### config.mk
export PLATFORM = sky130hd
export DESIGN_NAME = alpm_ctrl
export DESIGN_NICKNAME = d
export VERILOG_FILES = /design/src/hdl/alpm_pkg.sv /design/src/hdl/alpm_ctrl.sv /design/src/hdl/alpm_sync.sv /design/src/hdl/alpm_timer.sv
export VERILOG_INCLUDE_DIRS = /design/src /design/src/hdl
export SDC_FILE = /design/constraint.sdc
export NUM_CORES = 1
export LEC_CHECK = 0
export ABC_CLOCK_PERIOD_IN_PS = 4600
export BUFFER_PORTS_ARGS = -buffer_cell sky130_fd_sc_hd__buf_2
export CORE_AREA = 3 3 80 138
export CTS_CLUSTER_DIAMETER = 30
export CTS_CLUSTER_SIZE = 25
export DETAILED_ROUTE_END_ITERATION = 12
export DIE_AREA = 0 0 83 141
export GPL_TIMING_DRIVEN = 1
export SLEW_MARGIN = 10
export SYNTH_ARGS = -nofsm -noshare
export SYNTH_HDL_FRONTEND = slang
export SYNTH_SLANG_ARGS = --single-unit
### constraint.sdc
create_clock -name clk -period 4.6 [get_ports clk]
set_clock_uncertainty 0.05 [all_clocks]
set_input_delay 0 -clock clk [delete_from_list [all_inputs] [get_ports clk]]
set_output_delay 0 -clock clk [all_outputs]
set_load 0.02 [all_outputs]
### src/hdl/alpm_defines.svh
// alpm_defines.svh: constants of the converter power-mode control
// assumes inclusion by bare name from the design files
`ifndef ALPM_DEFINES_SVH
`define ALPM_DEFINES_SVH

`define ALPM_UNLOCK_ADDR      8'h05
`define ALPM_UNLOCK_KEY       8'h69
`define ALPM_PWRCTL_ADDR      8'h04
`define ALPM_BIT_LIGHT_SLEEP  0
`define ALPM_BIT_DEEP_SLEEP   1
`define ALPM_PWRCTL_RESET     2'h0
`define ALPM_CLK_PERIOD_NS    25
`define ALPM_LIGHT_WAKE_NS    4000
`define ALPM_DEEP_WAKE_NS     20000
`define ALPM_CONV_CYCLES      16'h0020

`endif

### src/hdl/alpm_pkg.sv
// alpm_pkg.sv: types of the converter power-mode control
// assumes nothing beyond a SystemVerilog compiler
package alpm_pkg;
  typedef enum logic [2:0] {
    ALPM_NORMAL,
    ALPM_CONVERT,
    ALPM_LIGHT_SLEEP,
    ALPM_LIGHT_WAKE,
    ALPM_DEEP_DOWN,
    ALPM_DEEP_WAKE
  } alpm_state_e;
endpackage

### src/hdl/alpm_ctrl.sv
// alpm_ctrl.sv: power-mode sequencer of a sampling converter
// assumes register writes arrive as one-cycle strobes from the serial decoder on clk
// and the conversion pin arrives raw from outside
`timescale 1ns/1ps
`default_nettype none
`include "alpm_defines.svh"
module alpm_ctrl #(
  parameter int LIGHT_WAKE_NS = `ALPM_LIGHT_WAKE_NS,
  parameter int DEEP_WAKE_NS  = `ALPM_DEEP_WAKE_NS
) (
  // clock and reset
  input  wire logic       clk,
  input  wire logic       rst,
  // register write strobe from the serial decoder
  input  wire logic       reg_wr,
  input  wire logic [7:0] reg_addr,
  input  wire logic [7:0] reg_wdata,
  // conversion pin
  input  wire logic       conversion_start_select,
  // status
  output logic            ready_indicator,
  output logic            analog_power_on,
  output logic            light_sleep_mode,
  output logic            deep_power_down_mode,
  output logic            converting,
  output logic            light_sleep_enable,
  output logic            deep_sleep_request,
  output logic            unlocked
);
  function automatic logic [15:0] ns_to_cycles(input int ns);
    int c;
    c = (ns + `ALPM_CLK_PERIOD_NS - 1) / `ALPM_CLK_PERIOD_NS;
    if (c < 1) c = 1;
    return c[15:0];
  endfunction

  localparam logic [15:0] LIGHT_WAKE_CYC = ns_to_cycles(LIGHT_WAKE_NS);
  localparam logic [15:0] DEEP_WAKE_CYC  = ns_to_cycles(DEEP_WAKE_NS);

  alpm_pkg::alpm_state_e state_q;
  alpm_pkg::alpm_state_e state_d;

  logic       pin_lvl;
  logic       pin_rise;
  logic       pin_fall;
  logic       unlock_q;
  logic [1:0] pwrctl_q;
  logic       ready_q;
  logic       analog_q;
  logic       tmr_load;
  logic [15:0] tmr_count;
  logic       tmr_busy;
  logic       tmr_done;
  logic [15:0] conv_q;
  logic       conv_end;

  alpm_sync u_sync (
    .clk       (clk),
    .rst       (rst),
    .pin_in    (conversion_start_select),
    .level_out (pin_lvl),
    .rise_out  (pin_rise),
    .fall_out  (pin_fall)
  );

  alpm_timer u_timer (
    .clk   (clk),
    .rst   (rst),
    .load  (tmr_load),
    .count (tmr_count),
    .busy  (tmr_busy),
    .done  (tmr_done)
  );

  wire key_wr    = reg_wr & (reg_addr == `ALPM_UNLOCK_ADDR) & (reg_wdata == `ALPM_UNLOCK_KEY);
  wire ctl_wr    = reg_wr & (reg_addr == `ALPM_PWRCTL_ADDR) & unlock_q;
  wire ctl_reject = reg_wr & (reg_addr == `ALPM_PWRCTL_ADDR) & ~unlock_q;
  wire ls_en     = pwrctl_q[`ALPM_BIT_LIGHT_SLEEP];
  wire ds_req    = pwrctl_q[`ALPM_BIT_DEEP_SLEEP];
  wire ds_clear  = ctl_wr & ~reg_wdata[`ALPM_BIT_DEEP_SLEEP];
  assign conv_end = (state_q == alpm_pkg::ALPM_CONVERT) & (conv_q == 16'h0001);

  // unlock is one-shot: a control write spends it so a stray write later is refused
  always_ff @(posedge clk) begin
    if (rst) begin
      unlock_q <= 1'b0;
      pwrctl_q <= `ALPM_PWRCTL_RESET;
    end else begin
      unlock_q <= key_wr | (unlock_q & ~ctl_wr);
      if (ctl_wr) begin
        pwrctl_q <= {reg_wdata[`ALPM_BIT_DEEP_SLEEP], reg_wdata[`ALPM_BIT_LIGHT_SLEEP]};
      end
    end
  end

  always_comb begin
    state_d   = state_q;
    tmr_load  = 1'b0;
    tmr_count = LIGHT_WAKE_CYC;
    unique case (state_q)
      alpm_pkg::ALPM_NORMAL: begin
        if (pin_rise && ds_req) begin
          state_d = alpm_pkg::ALPM_DEEP_DOWN;
        end else if (pin_rise) begin
          state_d = alpm_pkg::ALPM_CONVERT;
        end
      end
      alpm_pkg::ALPM_CONVERT: begin
        if (conv_end) begin
          state_d = (ls_en && pin_lvl) ? alpm_pkg::ALPM_LIGHT_SLEEP : alpm_pkg::ALPM_NORMAL;
        end
      end
      alpm_pkg::ALPM_LIGHT_SLEEP: begin
        if (pin_fall) begin
          state_d   = alpm_pkg::ALPM_LIGHT_WAKE;
          tmr_load  = 1'b1;
          tmr_count = LIGHT_WAKE_CYC;
        end
      end
      alpm_pkg::ALPM_LIGHT_WAKE: begin
        if (tmr_done) begin
          state_d = alpm_pkg::ALPM_NORMAL;
        end
      end
      alpm_pkg::ALPM_DEEP_DOWN: begin
        if (ds_clear) begin
          state_d   = alpm_pkg::ALPM_DEEP_WAKE;
          tmr_load  = 1'b1;
          tmr_count = DEEP_WAKE_CYC;
        end
      end
      alpm_pkg::ALPM_DEEP_WAKE: begin
        if (tmr_done) begin
          state_d = alpm_pkg::ALPM_NORMAL;
        end
      end
      default: state_d = alpm_pkg::ALPM_NORMAL;
    endcase
  end

  // analog supply off only in deep power-down; light sleep only idles blocks
  wire analog_d = (state_d != alpm_pkg::ALPM_DEEP_DOWN);
  // ready high in deep sleep and from the start of power-up, low while converting or waking from light sleep
  wire ready_d  = (state_d == alpm_pkg::ALPM_DEEP_DOWN) | (state_d == alpm_pkg::ALPM_DEEP_WAKE) |
                  (state_d == alpm_pkg::ALPM_NORMAL) | (state_d == alpm_pkg::ALPM_LIGHT_SLEEP);

  always_ff @(posedge clk) begin
    if (rst) begin
      state_q  <= alpm_pkg::ALPM_NORMAL;
      conv_q   <= 16'h0000;
      ready_q  <= 1'b1;
      analog_q <= 1'b1;
    end else begin
      state_q  <= state_d;
      conv_q   <= (state_d == alpm_pkg::ALPM_CONVERT && state_q != alpm_pkg::ALPM_CONVERT) ?
                  `ALPM_CONV_CYCLES : ((conv_q != 16'h0000) ? conv_q - 16'h0001 : conv_q);
      ready_q  <= ready_d;
      analog_q <= analog_d;
    end
  end

  // registered status outputs
  logic ls_mode_q;
  logic pd_mode_q;
  logic conv_out_q;
  logic ls_en_q;
  logic ds_req_q;
  logic unl_q;
  always_ff @(posedge clk) begin
    if (rst) begin
      ls_mode_q  <= 1'b0;
      pd_mode_q  <= 1'b0;
      conv_out_q <= 1'b0;
      ls_en_q    <= 1'b0;
      ds_req_q   <= 1'b0;
      unl_q      <= 1'b0;
    end else begin
      ls_mode_q  <= (state_d == alpm_pkg::ALPM_LIGHT_SLEEP);
      pd_mode_q  <= (state_d == alpm_pkg::ALPM_DEEP_DOWN);
      conv_out_q <= (state_d == alpm_pkg::ALPM_CONVERT);
      ls_en_q    <= ls_en;
      ds_req_q   <= ds_req;
      unl_q      <= unlock_q;
    end
  end

  assign ready_indicator      = ready_q;
  assign analog_power_on      = analog_q;
  assign light_sleep_mode     = ls_mode_q;
  assign deep_power_down_mode = pd_mode_q;
  assign converting           = conv_out_q;
  assign light_sleep_enable   = ls_en_q;
  assign deep_sleep_request   = ds_req_q;
  assign unlocked             = unl_q;

  // assertions
  AST_LOCKED_WRITE: assert property (@(posedge clk) disable iff (rst)
    ctl_reject |=> $stable(pwrctl_q)) else $error("control changed without unlock");
  AST_KEY_UNLOCKS: assert property (@(posedge clk) disable iff (rst)
    key_wr |=> unlock_q) else $error("key write did not unlock");
  AST_NAP_ENTRY: assert property (@(posedge clk) disable iff (rst)
    conv_end && ls_en && pin_lvl |=> state_q == alpm_pkg::ALPM_LIGHT_SLEEP) else $error("light sleep not entered");
  AST_NAP_HOLD: assert property (@(posedge clk) disable iff (rst)
    state_q == alpm_pkg::ALPM_LIGHT_SLEEP && !pin_fall |=> state_q == alpm_pkg::ALPM_LIGHT_SLEEP)
    else $error("light sleep left early");
  AST_NAP_EXIT: assert property (@(posedge clk) disable iff (rst)
    state_q == alpm_pkg::ALPM_LIGHT_SLEEP && pin_fall |=> state_q == alpm_pkg::ALPM_LIGHT_WAKE)
    else $error("light sleep not left on falling edge");
  AST_PD_ENTRY: assert property (@(posedge clk) disable iff (rst)
    state_q == alpm_pkg::ALPM_NORMAL && pin_rise && ds_req |=> ##1 !analog_power_on && deep_power_down_mode)
    else $error("deep power-down not entered");
  AST_PD_READY: assert property (@(posedge clk) disable iff (rst)
    deep_power_down_mode |-> ready_indicator) else $error("ready low in deep power-down");
  AST_PD_KEEP_REGS: assert property (@(posedge clk) disable iff (rst)
    state_q == alpm_pkg::ALPM_DEEP_DOWN && !ctl_wr |=> $stable(pwrctl_q)) else $error("register lost in power-down");
  AST_PD_EXIT: assert property (@(posedge clk) disable iff (rst)
    state_q == alpm_pkg::ALPM_DEEP_DOWN && ds_clear |=> ##1 analog_power_on && ready_indicator)
    else $error("power-up not started");
  AST_NORMAL_POWERED: assert property (@(posedge clk) disable iff (rst)
    state_q == alpm_pkg::ALPM_NORMAL |-> analog_power_on) else $error("analog off in normal mode");

  // a control write spends the key, so a second change needs a fresh unlock
  AST_UNLOCK_SPENT: assert property (@(posedge clk) disable iff (rst)
    ctl_wr |=> !unlock_q) else $error("unlock not spent by control write");
  // without both enable and a high pin the conversion ends in normal mode
  AST_NAP_SKIP: assert property (@(posedge clk) disable iff (rst)
    conv_end && !(ls_en && pin_lvl) |=> state_q == alpm_pkg::ALPM_NORMAL)
    else $error("light sleep entered without cause");
  // light sleep only idles blocks, the analog supply stays up
  AST_NAP_POWERED: assert property (@(posedge clk) disable iff (rst)
    light_sleep_mode |-> analog_power_on) else $error("analog off in light sleep");
  // the request alone does nothing until the pin rises
  AST_PD_EDGE_ONLY: assert property (@(posedge clk) disable iff (rst)
    state_q == alpm_pkg::ALPM_NORMAL && ds_req && !pin_rise |=> state_q != alpm_pkg::ALPM_DEEP_DOWN)
    else $error("deep power-down entered without pin edge");
  AST_PD_NO_CONV: assert property (@(posedge clk) disable iff (rst)
    deep_power_down_mode |-> !converting) else $error("conversion during deep power-down");
  AST_BITS_COPIED: assert property (@(posedge clk) disable iff (rst)
    1'b1 |=> light_sleep_enable == $past(ls_en) && deep_sleep_request == $past(ds_req))
    else $error("control bits not kept on outputs");
  AST_PD_WAKE_READY: assert property (@(posedge clk) disable iff (rst)
    state_q == alpm_pkg::ALPM_DEEP_WAKE |-> ready_indicator && analog_power_on)
    else $error("ready or power low during power-up");
  // a conversion in flight is never reported ready
  AST_CONV_BUSY: assert property (@(posedge clk) disable iff (rst)
    state_q == alpm_pkg::ALPM_CONVERT |-> !ready_indicator) else $error("ready high while converting");
  // the wake states must always have the timer running or just expired
  AST_LIGHT_TIMER: assert property (@(posedge clk) disable iff (rst)
    state_q == alpm_pkg::ALPM_LIGHT_WAKE |-> tmr_busy || tmr_done) else $error("light wake timer idle");
  AST_DEEP_TIMER: assert property (@(posedge clk) disable iff (rst)
    state_q == alpm_pkg::ALPM_DEEP_WAKE |-> tmr_busy || tmr_done) else $error("deep wake timer idle");

  COV_NAP: cover property (@(posedge clk) disable iff (rst) state_q == alpm_pkg::ALPM_LIGHT_WAKE && tmr_done);
  COV_NAP_ENTRY: cover property (@(posedge clk) disable iff (rst) conv_end && ls_en && pin_lvl);
  COV_PD_ENTRY: cover property (@(posedge clk) disable iff (rst) state_q == alpm_pkg::ALPM_NORMAL && pin_rise && ds_req);
  COV_PD: cover property (@(posedge clk) disable iff (rst) state_q == alpm_pkg::ALPM_DEEP_WAKE && tmr_done);
  COV_REJECT: cover property (@(posedge clk) disable iff (rst) ctl_reject);
endmodule
`default_nettype wire

### src/hdl/alpm_sync.sv
// alpm_sync.sv: two-flop synchroniser with edge outputs taken after the second flop
// assumes a pin input asynchronous to clk
`timescale 1ns/1ps
`default_nettype none
module alpm_sync (
  // clock and reset
  input  wire logic clk,
  input  wire logic rst,
  // pin and result
  input  wire logic pin_in,
  output logic      level_out,
  output logic      rise_out,
  output logic      fall_out
);
  logic meta_q;
  logic sync_q;
  logic last_q;

  always_ff @(posedge clk) begin
    if (rst) begin
      meta_q <= 1'b0;
      sync_q <= 1'b0;
      last_q <= 1'b0;
    end else begin
      meta_q <= pin_in;
      sync_q <= meta_q;
      last_q <= sync_q;
    end
  end

  assign level_out = sync_q;
  assign rise_out  = sync_q & ~last_q;
  assign fall_out  = ~sync_q & last_q;
endmodule
`default_nettype wire

### src/hdl/alpm_timer.sv
// alpm_timer.sv: one-shot down counter for wake times
// assumes load is a one-cycle pulse on clk
`timescale 1ns/1ps
`default_nettype none
module alpm_timer (
  // clock and reset
  input  wire logic        clk,
  input  wire logic        rst,
  // control
  input  wire logic        load,
  input  wire logic [15:0] count,
  // status
  output logic             busy,
  output logic             done
);
  logic [15:0] cnt_q;
  logic [15:0] cnt_d;
  logic        done_q;

  assign cnt_d = load ? count : ((cnt_q != 16'h0000) ? cnt_q - 16'h0001 : cnt_q);

  always_ff @(posedge clk) begin
    if (rst) begin
      cnt_q  <= 16'h0000;
      done_q <= 1'b0;
    end else begin
      cnt_q  <= cnt_d;
      done_q <= ~load & (cnt_q == 16'h0001);
    end
  end

  assign busy = (cnt_q != 16'h0000);
  assign done = done_q;
endmodule
`default_nettype wire

==> flow_summary.ini, run 1 <==
[placement]
postPlaceCellArea_um2 = 2720
hpwl_um = 4630
place_ws_ns = 2.25
io_buffers = 27
placed_cells = 427
gp_congestion = 0.785

[yosys]
yosysTopAreaCellShare_pct = 40.6
yosys.area.top_type = dfxtp_1
synth.area.top_cells = dfxtp_1 41%, a21oi_1 5.3%, or4_1 4.0%
syn_area_per_cell_um2 = 8.65
ys_types = 47
synth-seq-cells = 50
synth.net_count = 310
synth_edf_count = 0
synth_area_um2 = 2470
synth.yosys.seq_area_share_pct = 40.6
synth-main-ff-cell = dfxtp_1
synthCells = 285
async_reset_ff_share_pct = 0
ys_warn_count = 0

[route]
drt_drc_violations_left = 0
vias = 2251
drt-initial-drc-count = 82
wl_per_cell_um = 13.6
wirelength_um = 5990
viasPerCell = 5.13
firstDrtPassIters = 4
ant_nets = 0

[final_layout]
stdcell_count = 439
drive_above_1_share_pct = 14.3
final_nets = 338
area_growth_pct = 18.0
multiInputGateArea_um2 = 1400
utilization_pct = 29.2
layout_commonest_cell = dfxtp_1
ff_latch_area_um2 = 1000
n_antenna_cell = 0
design_area_um2 = 2910
final_cell_mix = 50 x dfxtp_1, 27 x buf_2, 26 x a21oi_1
fillers = 1122

[global_routing]
grt_pass1_wl_um = 10000
overflow = 0
grt_usage_pct = 10.3
antenna_found_initial = 0
grt_pass1_vias = 2193
grt_max_degree = 24

[clocking]
clockRootBuffer = clkbuf_16
clk_latency_ns = 0.29
clkTransAtPathRegs_ns = 0.07
post-cts-setup-buffers = 0
clkSinkCount = 50
cts_tree = built
htree_levels = 2
cts_buffers = 5
clockBufferDepth = 2

[power_and_ir_drop]
ir_worst_vdd_uv = 289
p_leak_nw = 1.11
finalPower_mw = 1.83
power.density_nw_per_um2 = 628

[worst_hold_path]
min_path_cells = 4
min_path_type = input pin to flop

[sta]
final_max_slew_viol_count = 0
fmax_mhz = 424
finalSetupTns_ns = 0
hold_viol = 0
tightest_slew_ns = 0.614
slew_headroom_pct = 58.5
rsz0062_at_grt = false
period_share_pct = 51.3
whs_ns = 0.0252
setup_viol = 0
post-route-min-period_ns = 2.36
finalWorstSetupSlack_ns = 2.24

[floorplanning]
row_count = 48
dieArea_um2 = 11700
die_w_um = 83
start_util_pct = 24.7
die_y_um = 141
io_pins = 28
core-area_um2 = 9970

[worst_setup_path]
required_ns = 4.74
end_kind = flop
start_kind = flop
r2r_cells = 6
cp_max_fo = 10
critPathKind = flop to flop
arrival_ns = 2.50

[run]
max_cap_violations = 0

[run_status]
status = finished, final reports clean
[cell families (layout without fill, tap and decap cells)]
kind of cell	Yosys count	count (layout)	share of synthesized area (%)
compound gates	68	68	17.3
simple gates	138	138	34.2
fa+ha+maj	5	5	2.54
xor+xnor	4	4	1.42
buf+inv	17	46	2.69
mux	3	3	1.22
flops	50	50	40.6
[state kept, by name, indices dropped and copies added, names as in the netlist, 2 cells and up]
register       count
conv_q            16
u_timer.cnt_q     16
state_q            3
pwrctl_q           2
[power by group]
group / internal [mW] / leakage [nW] / switching [mW]
Clock: 0.216 / 0.0729 / 0.159
Combinational: 0.328 / 0.632 / 0.495
Sequential: 0.524 / 0.408 / 0.105
[critical path: stages (launching register included)]
cell	delay [ns]
dfxtp_1	0.33
inv_1	0.10
ha_1	0.35
or4b_2	0.65
nor4_4	0.43
nor2b_1	0.11
a211oi_1	0.24
[path summary, 6_finish.rpt]
| check | slack [ns] | startpoint | to |
|---|---|---|---|
| setup / recovery | 2.24 | u_timer.cnt_q[1] | u_timer.cnt_q[1] |
| setup reg to reg | 2.24 | u_timer.cnt_q[1] | u_timer.cnt_q[1] |
| hold reg to reg | 0.40 | u_sync.meta_q | u_sync.level_out |
| hold / removal | 0.03 | reg_wdata[4] | unlock_q |
[synthesized netlist by cell type (all sizes together) (4+ instances only)]
cell type  count
and2           4
nor2b         11
nand2b         6
o31ai         10
nor4           7
nand3          8
or2            6
or3           12
nand2         16
ha             5
nor2          15
clkbuf         8
o211ai         4
nand4          5
a211oi         4
o21ai         10
or4           13
nor4b          7
inv            7
dfxtp         50
and4           4
a21oi         26
nor3          14
[routing by layer]
| metal | wire length (um) | global-route usage, % | vias up |
|---|---|---|---|
| met3 | 120 | 1.23 | 13 |
| met5 | 0 | 0 | - |
| met1 | 2140 | 9.53 | 1084 |
| met4 | 168 | 4.48 | 0 |
| met2 | 3570 | 21.6 | 29 |
| li1 | - | - | 1125 |
[what timing repair did]
item | CTS | global route
hold buffers | 4 | 0
resized for setup | 0 | 0
endpoints found under the hold margin | 4 | 0
[cell type report]
| type | instances | share of cell area (%) |
|---|---|---|
| sequential | 50 | 34.4 |
| timing repair buffer | 31 | 6.02 |
| multi-input combinational | 218 | 48.1 |
| tap | 125 | 5.38 |
| inverter | 7 | 0.903 |
| clock inverter | 2 | 0.430 |
| clock buffer | 6 | 4.77 |
No activity file was read; power rests on OpenSTA's default activity.
==> run 2: changes to the inputs <==
ABC_CLOCK_PERIOD_IN_PS = 2220   (was 4600)
clock period = 2.22 ns   (was 4.6 ns; I/O delays follow)
==> run 2 against run 1 <==
Compared with the run above:
- combinational power increased by 120%
- flip-flop and latch count unchanged
- critical path depth unchanged
==> flow_summary.ini, run 2 (synthesis gave the netlist of run 1 again) <==
[sta]
period_share_pct = 88.5
finalSetupTns_ns = 0
rsz0062_at_grt = false
setup_viol = 0
slew_headroom_pct = 57.6
finalWorstSetupSlack_ns = 0.254
fmax_mhz = 509
post-route-min-period_ns = 1.97
tightest_slew_ns = 0.632
final_max_slew_viol_count = 0
hold_viol = 0

[route]
firstDrtPassIters = 4
wl_per_cell_um = 13.9
ant_nets = 0
drt_drc_violations_left = 0
drt-initial-drc-count = 86
wirelength_um = 6170
viasPerCell = 5.10
vias = 2270

[floorplanning]
core-area_um2 = 9970
start_util_pct = 24.7
io_pins = 28
dieArea_um2 = 11700
die_y_um = 141
die_w_um = 83
row_count = 48

[final_layout]
layout_commonest_cell = dfxtp_1
final_cell_mix = 50 x dfxtp_1, 27 x buf_2, 26 x a21oi_1
fillers = 1091
top_regs = conv_q: 16 flops, u_timer.cnt_q: 16 flops, state_q: 3 flops
utilization_pct = 29.9
drive_above_1_share_pct = 15.9
final_nets = 344
n_antenna_cell = 0
design_area_um2 = 2980
area_growth_pct = 21.0

[global_routing]
overflow = 0
grt_max_degree = 24
grt_usage_pct = 10.8
grt_pass1_wl_um = 10500
antenna_found_initial = 0
grt_pass1_vias = 2293

[placement]
postPlaceCellArea_um2 = 2760
io_buffers = 27
gp_congestion = 0.844
hpwl_um = 4800
place_ws_ns = 0.134

[power_and_ir_drop]
ir_worst_vdd_uv = 939
p_leak_nw = 1.16
power.density_nw_per_um2 = 1350
finalPower_mw = 4.02

[clocking]
clockRootBuffer = clkbuf_16
cts_tree = built
clk_latency_ns = 0.29
htree_levels = 2
clockBufferDepth = 2
clkTransAtPathRegs_ns = 0.07
clkSinkCount = 50
cts_buffers = 5

[worst_setup_path]
end_kind = flop
rr_endpoint = conv_q[12]
cp_max_fo = 6
start_kind = flop
arrival_ns = 2.13
r2r-start = conv_q[0]
critPathKind = flop to flop
required_ns = 2.38
ff2ff_setup_slack_ns = 0.25
r2r_cells = 6

[run]
max_cap_violations = 0

[worst_hold_path]
min_path_type = input pin to flop
min_path_cells = 4
min-delay-start = reg_wdata[2]
whs_endpoint = unlock_q

[run_status]
status = finished, final reports clean
run 2: changes by cell type in the layout (fill, tap and decap cells not counted), sizes merged:
cell,previous run,this run
clkbuf,6,5
bufinv,0,1
clkinvlp,1,0
buf,27,33
inv,7,8
run 2: timing repair:
item                                    CTS  global route
endpoints found under the setup margin    0             6
setup buffers                             0             1
resized for setup                         0             2
hold endpoints to repair                  4             0
hold buffers                              4             0
run 2: report_power, final:
part | switching, mW | internal, mW | leakage [nW]
combinational | 1.05 | 0.780 | 0.663
clock | 0.342 | 0.538 | 0.0844
sequential | 0.226 | 1.09 | 0.408
run 2: worst max path at each step:
stage	startpoint	to	slack, ns	cells past startpoint
after floorplan	u_timer.cnt_q[0]	u_timer.cnt_q[5]	0.18	7
after global placement	u_timer.cnt_q[0]	u_timer.cnt_q[5]	0.20	6
after detailed placement	u_timer.cnt_q[0]	u_timer.cnt_q[5]	0.13	6
after CTS	u_timer.cnt_q[0]	u_timer.cnt_q[5]	0.11	6
after global routing	u_timer.cnt_q[1]	u_timer.cnt_q[1]	0.08	7
final	conv_q[0]	conv_q[12]	0.25	6
run 2: final cells by class:
cell class,count,area [um2],area share (%)
Multi-Input combinational cell,218,1400,47.0
Sequential cell,50,1000,33.6
Timing Repair Buffer,37,224,7.51
Tap cell,125,156,5.24
Clock buffer,5,125,4.19
Clock inverter,3,47.5,1.59
Inverter,7,26.3,0.881
run 2: metal layers:
layer / GRT usage [%] / up-vias / share of wire [%] / wire length (um)
li1: - / 1139 / - / -
met3: 1.87 / 17 / 2.7 / 164
met5: 0 / - / 0 / 0
met2: 22.1 / 40 / 59 / 3660
met1: 9.80 / 1074 / 34 / 2120
met4: 5.43 / 0 / 3.7 / 229
run 2: per-stage QoR:
stage | hold slack [ns] | cells
3_3_place_gp | 0.182 | 432
6_report | 0.0210 | 445
2_1_floorplan | 0.0782 | 285
5_1_grt | 0.0413 | 445
3_5_place_dp | 0.194 | 432
4_1_cts | 0.0195 | 444
run 2: worst max-delay path, cell delays in order (launching register included):
cell	delay (ns)
dfxtp_1	0.35
inv_1	0.11
ha_1	0.23
nor4b_1	0.33
nand3_1	0.23
or4_1	0.44
a21oi_1	0.14
==> run 3: changes to the inputs <==
==> constraint.sdc (replaced) <==
create_clock -name clk -period 2.22 [get_ports clk]
set_clock_uncertainty 0.05 [all_clocks]
set_input_delay 0.111 -clock clk [delete_from_list [all_inputs] [get_ports clk]]
set_output_delay 0.111 -clock clk [all_outputs]
set_load 0.02 [all_outputs]
==> run 3 against run 2 <==
Compared with the run above:
- die area unchanged
- non-clock buffer count fell by 1
- first-iteration DRC count up 34%
- via count up 0.88%
- setup slack worse by 0.052 ns
- cell count down 0.22%
- largest power group unchanged
==> flow_summary.ini, run 3 (synthesis gave the netlist of run 1 again) <==
[clocking]
cts_tree = built
clockRootBuffer = clkbuf_16
cts_buffers = 5
htree_levels = 2
clkSinkCount = 50
clkTransAtPathRegs_ns = 0.07
clockBufferDepth = 2
clk_latency_ns = 0.29

[worst_setup_path]
arrival_ns = 2.16
cp_max_fo = 10
start_kind = flop
critPathKind = flop to flop
required_ns = 2.36
end_kind = flop

[global_routing]
grt_max_degree = 24
grt_pass1_wl_um = 10600
overflow = 0
grt_usage_pct = 11.1
antenna_found_initial = 0
grt_pass1_vias = 2319

[floorplanning]
start_util_pct = 24.7
io_pins = 28
row_count = 48
core-area_um2 = 9970
dieArea_um2 = 11700
die_y_um = 141
die_w_um = 83

[sta]
final_max_slew_viol_count = 0
setup_viol = 0
rsz0062_at_grt = false
slew_headroom_pct = 58.5
finalSetupTns_ns = 0
period_share_pct = 90.9
tightest_slew_ns = 0.614
post-route-min-period_ns = 2.02
fmax_mhz = 496
hold_viol = 0

[power_and_ir_drop]
power.density_nw_per_um2 = 1330
p_leak_nw = 1.14
ir_worst_vdd_uv = 752

[final_layout]
top_regs = conv_q: 16 flops, u_timer.cnt_q: 16 flops, state_q: 3 flops
utilization_pct = 29.5
final_cell_mix = 50 x dfxtp_1, 27 x buf_2, 26 x a21oi_1
n_antenna_cell = 0
area_growth_pct = 19.4
drive_above_1_share_pct = 16.6
design_area_um2 = 2940
final_nets = 343
layout_commonest_cell = dfxtp_1

[route]
viasPerCell = 5.16
wirelength_um = 6340
drt_drc_violations_left = 0
vias = 2290
ant_nets = 0
firstDrtPassIters = 4
drt-initial-drc-count = 115
wl_per_cell_um = 14.3

[placement]
hpwl_um = 4870
postPlaceCellArea_um2 = 2770
gp_congestion = 0.847
io_buffers = 27

[worst_hold_path]
min_path_type = input pin to flop

[run_status]
status = finished, final reports clean

[run]
max_cap_violations = 0
[run 3: final timing paths]
check | start | end | slack [ns] | cells past startpoint
worst max-delay path | u_timer.cnt_q[0] | u_timer.cnt_q[1] | 0.20 | 7
worst min-delay path | reg_wdata[0] | pwrctl_q[0] | 0.02 | 3
worst min register to register | u_sync.meta_q | u_sync.level_out | 0.40 | 1
worst max register to register | u_timer.cnt_q[0] | u_timer.cnt_q[1] | 0.20 | 7
[run 3: final cells by class]
type	instances	area (um2)
fillers	1110	7030
multi-input cells	218	1400
flip-flops and latches	50	1000
repair buffers	36	209
well taps	125	156
clock buffers	5	125
inverters	7	26.3
clock inverters	3	23.8
[run 3: power breakdown]
group          total, mW  internal, mW  switching (mW)
clock              0.767         0.422           0.345
combinational       1.84         0.777            1.06
sequential          1.32          1.09           0.232
total               3.92          2.28            1.64
[run 3: stage by stage]
stage / cells / power [mW] / setup WS (ns) / hold WS, ns
floorplan: 285 / 2.63 / 0.179 / 0.189
finish: 444 / 3.92 / 0.203 / 0.0199
CTS: 443 / 3.88 / 0.0299 / 0.0173
global placement: 434 / 3.05 / 0.197 / 0.296
global route: 444 / 4.23 / 0.0258 / 0.0925
detailed placement: 434 / 3.09 / 0.0768 / 0.293
[run 3: critical path: stages, from the launching register on]
cell      delay (ns)
dfxtp_1         0.34
inv_1           0.10
ha_1            0.18
or4b_4          0.49
nor4_4          0.30
buf_6           0.17
nor2b_1         0.05
a211oi_1        0.23
[run 3: what timing repair did]
item	4_1_cts	5_1_grt
buffers inserted	0	1
endpoints found under the hold margin	1	0
gates resized for setup	0	2
hold buffers	1	0
setup endpoints to repair	0	6
[run 3: layer usage]
| layer | share of wire (%) | up-vias | global-route usage, % |
|---|---|---|---|
| li1 | - | 1138 | - |
| met1 | 34 | 1103 | 9.52 |
| met2 | 61 | 39 | 23.6 |
| met5 | 0 | - | 0 |
| met4 | 2.1 | 0 | 5.25 |
| met3 | 2.3 | 10 | 1.70 |
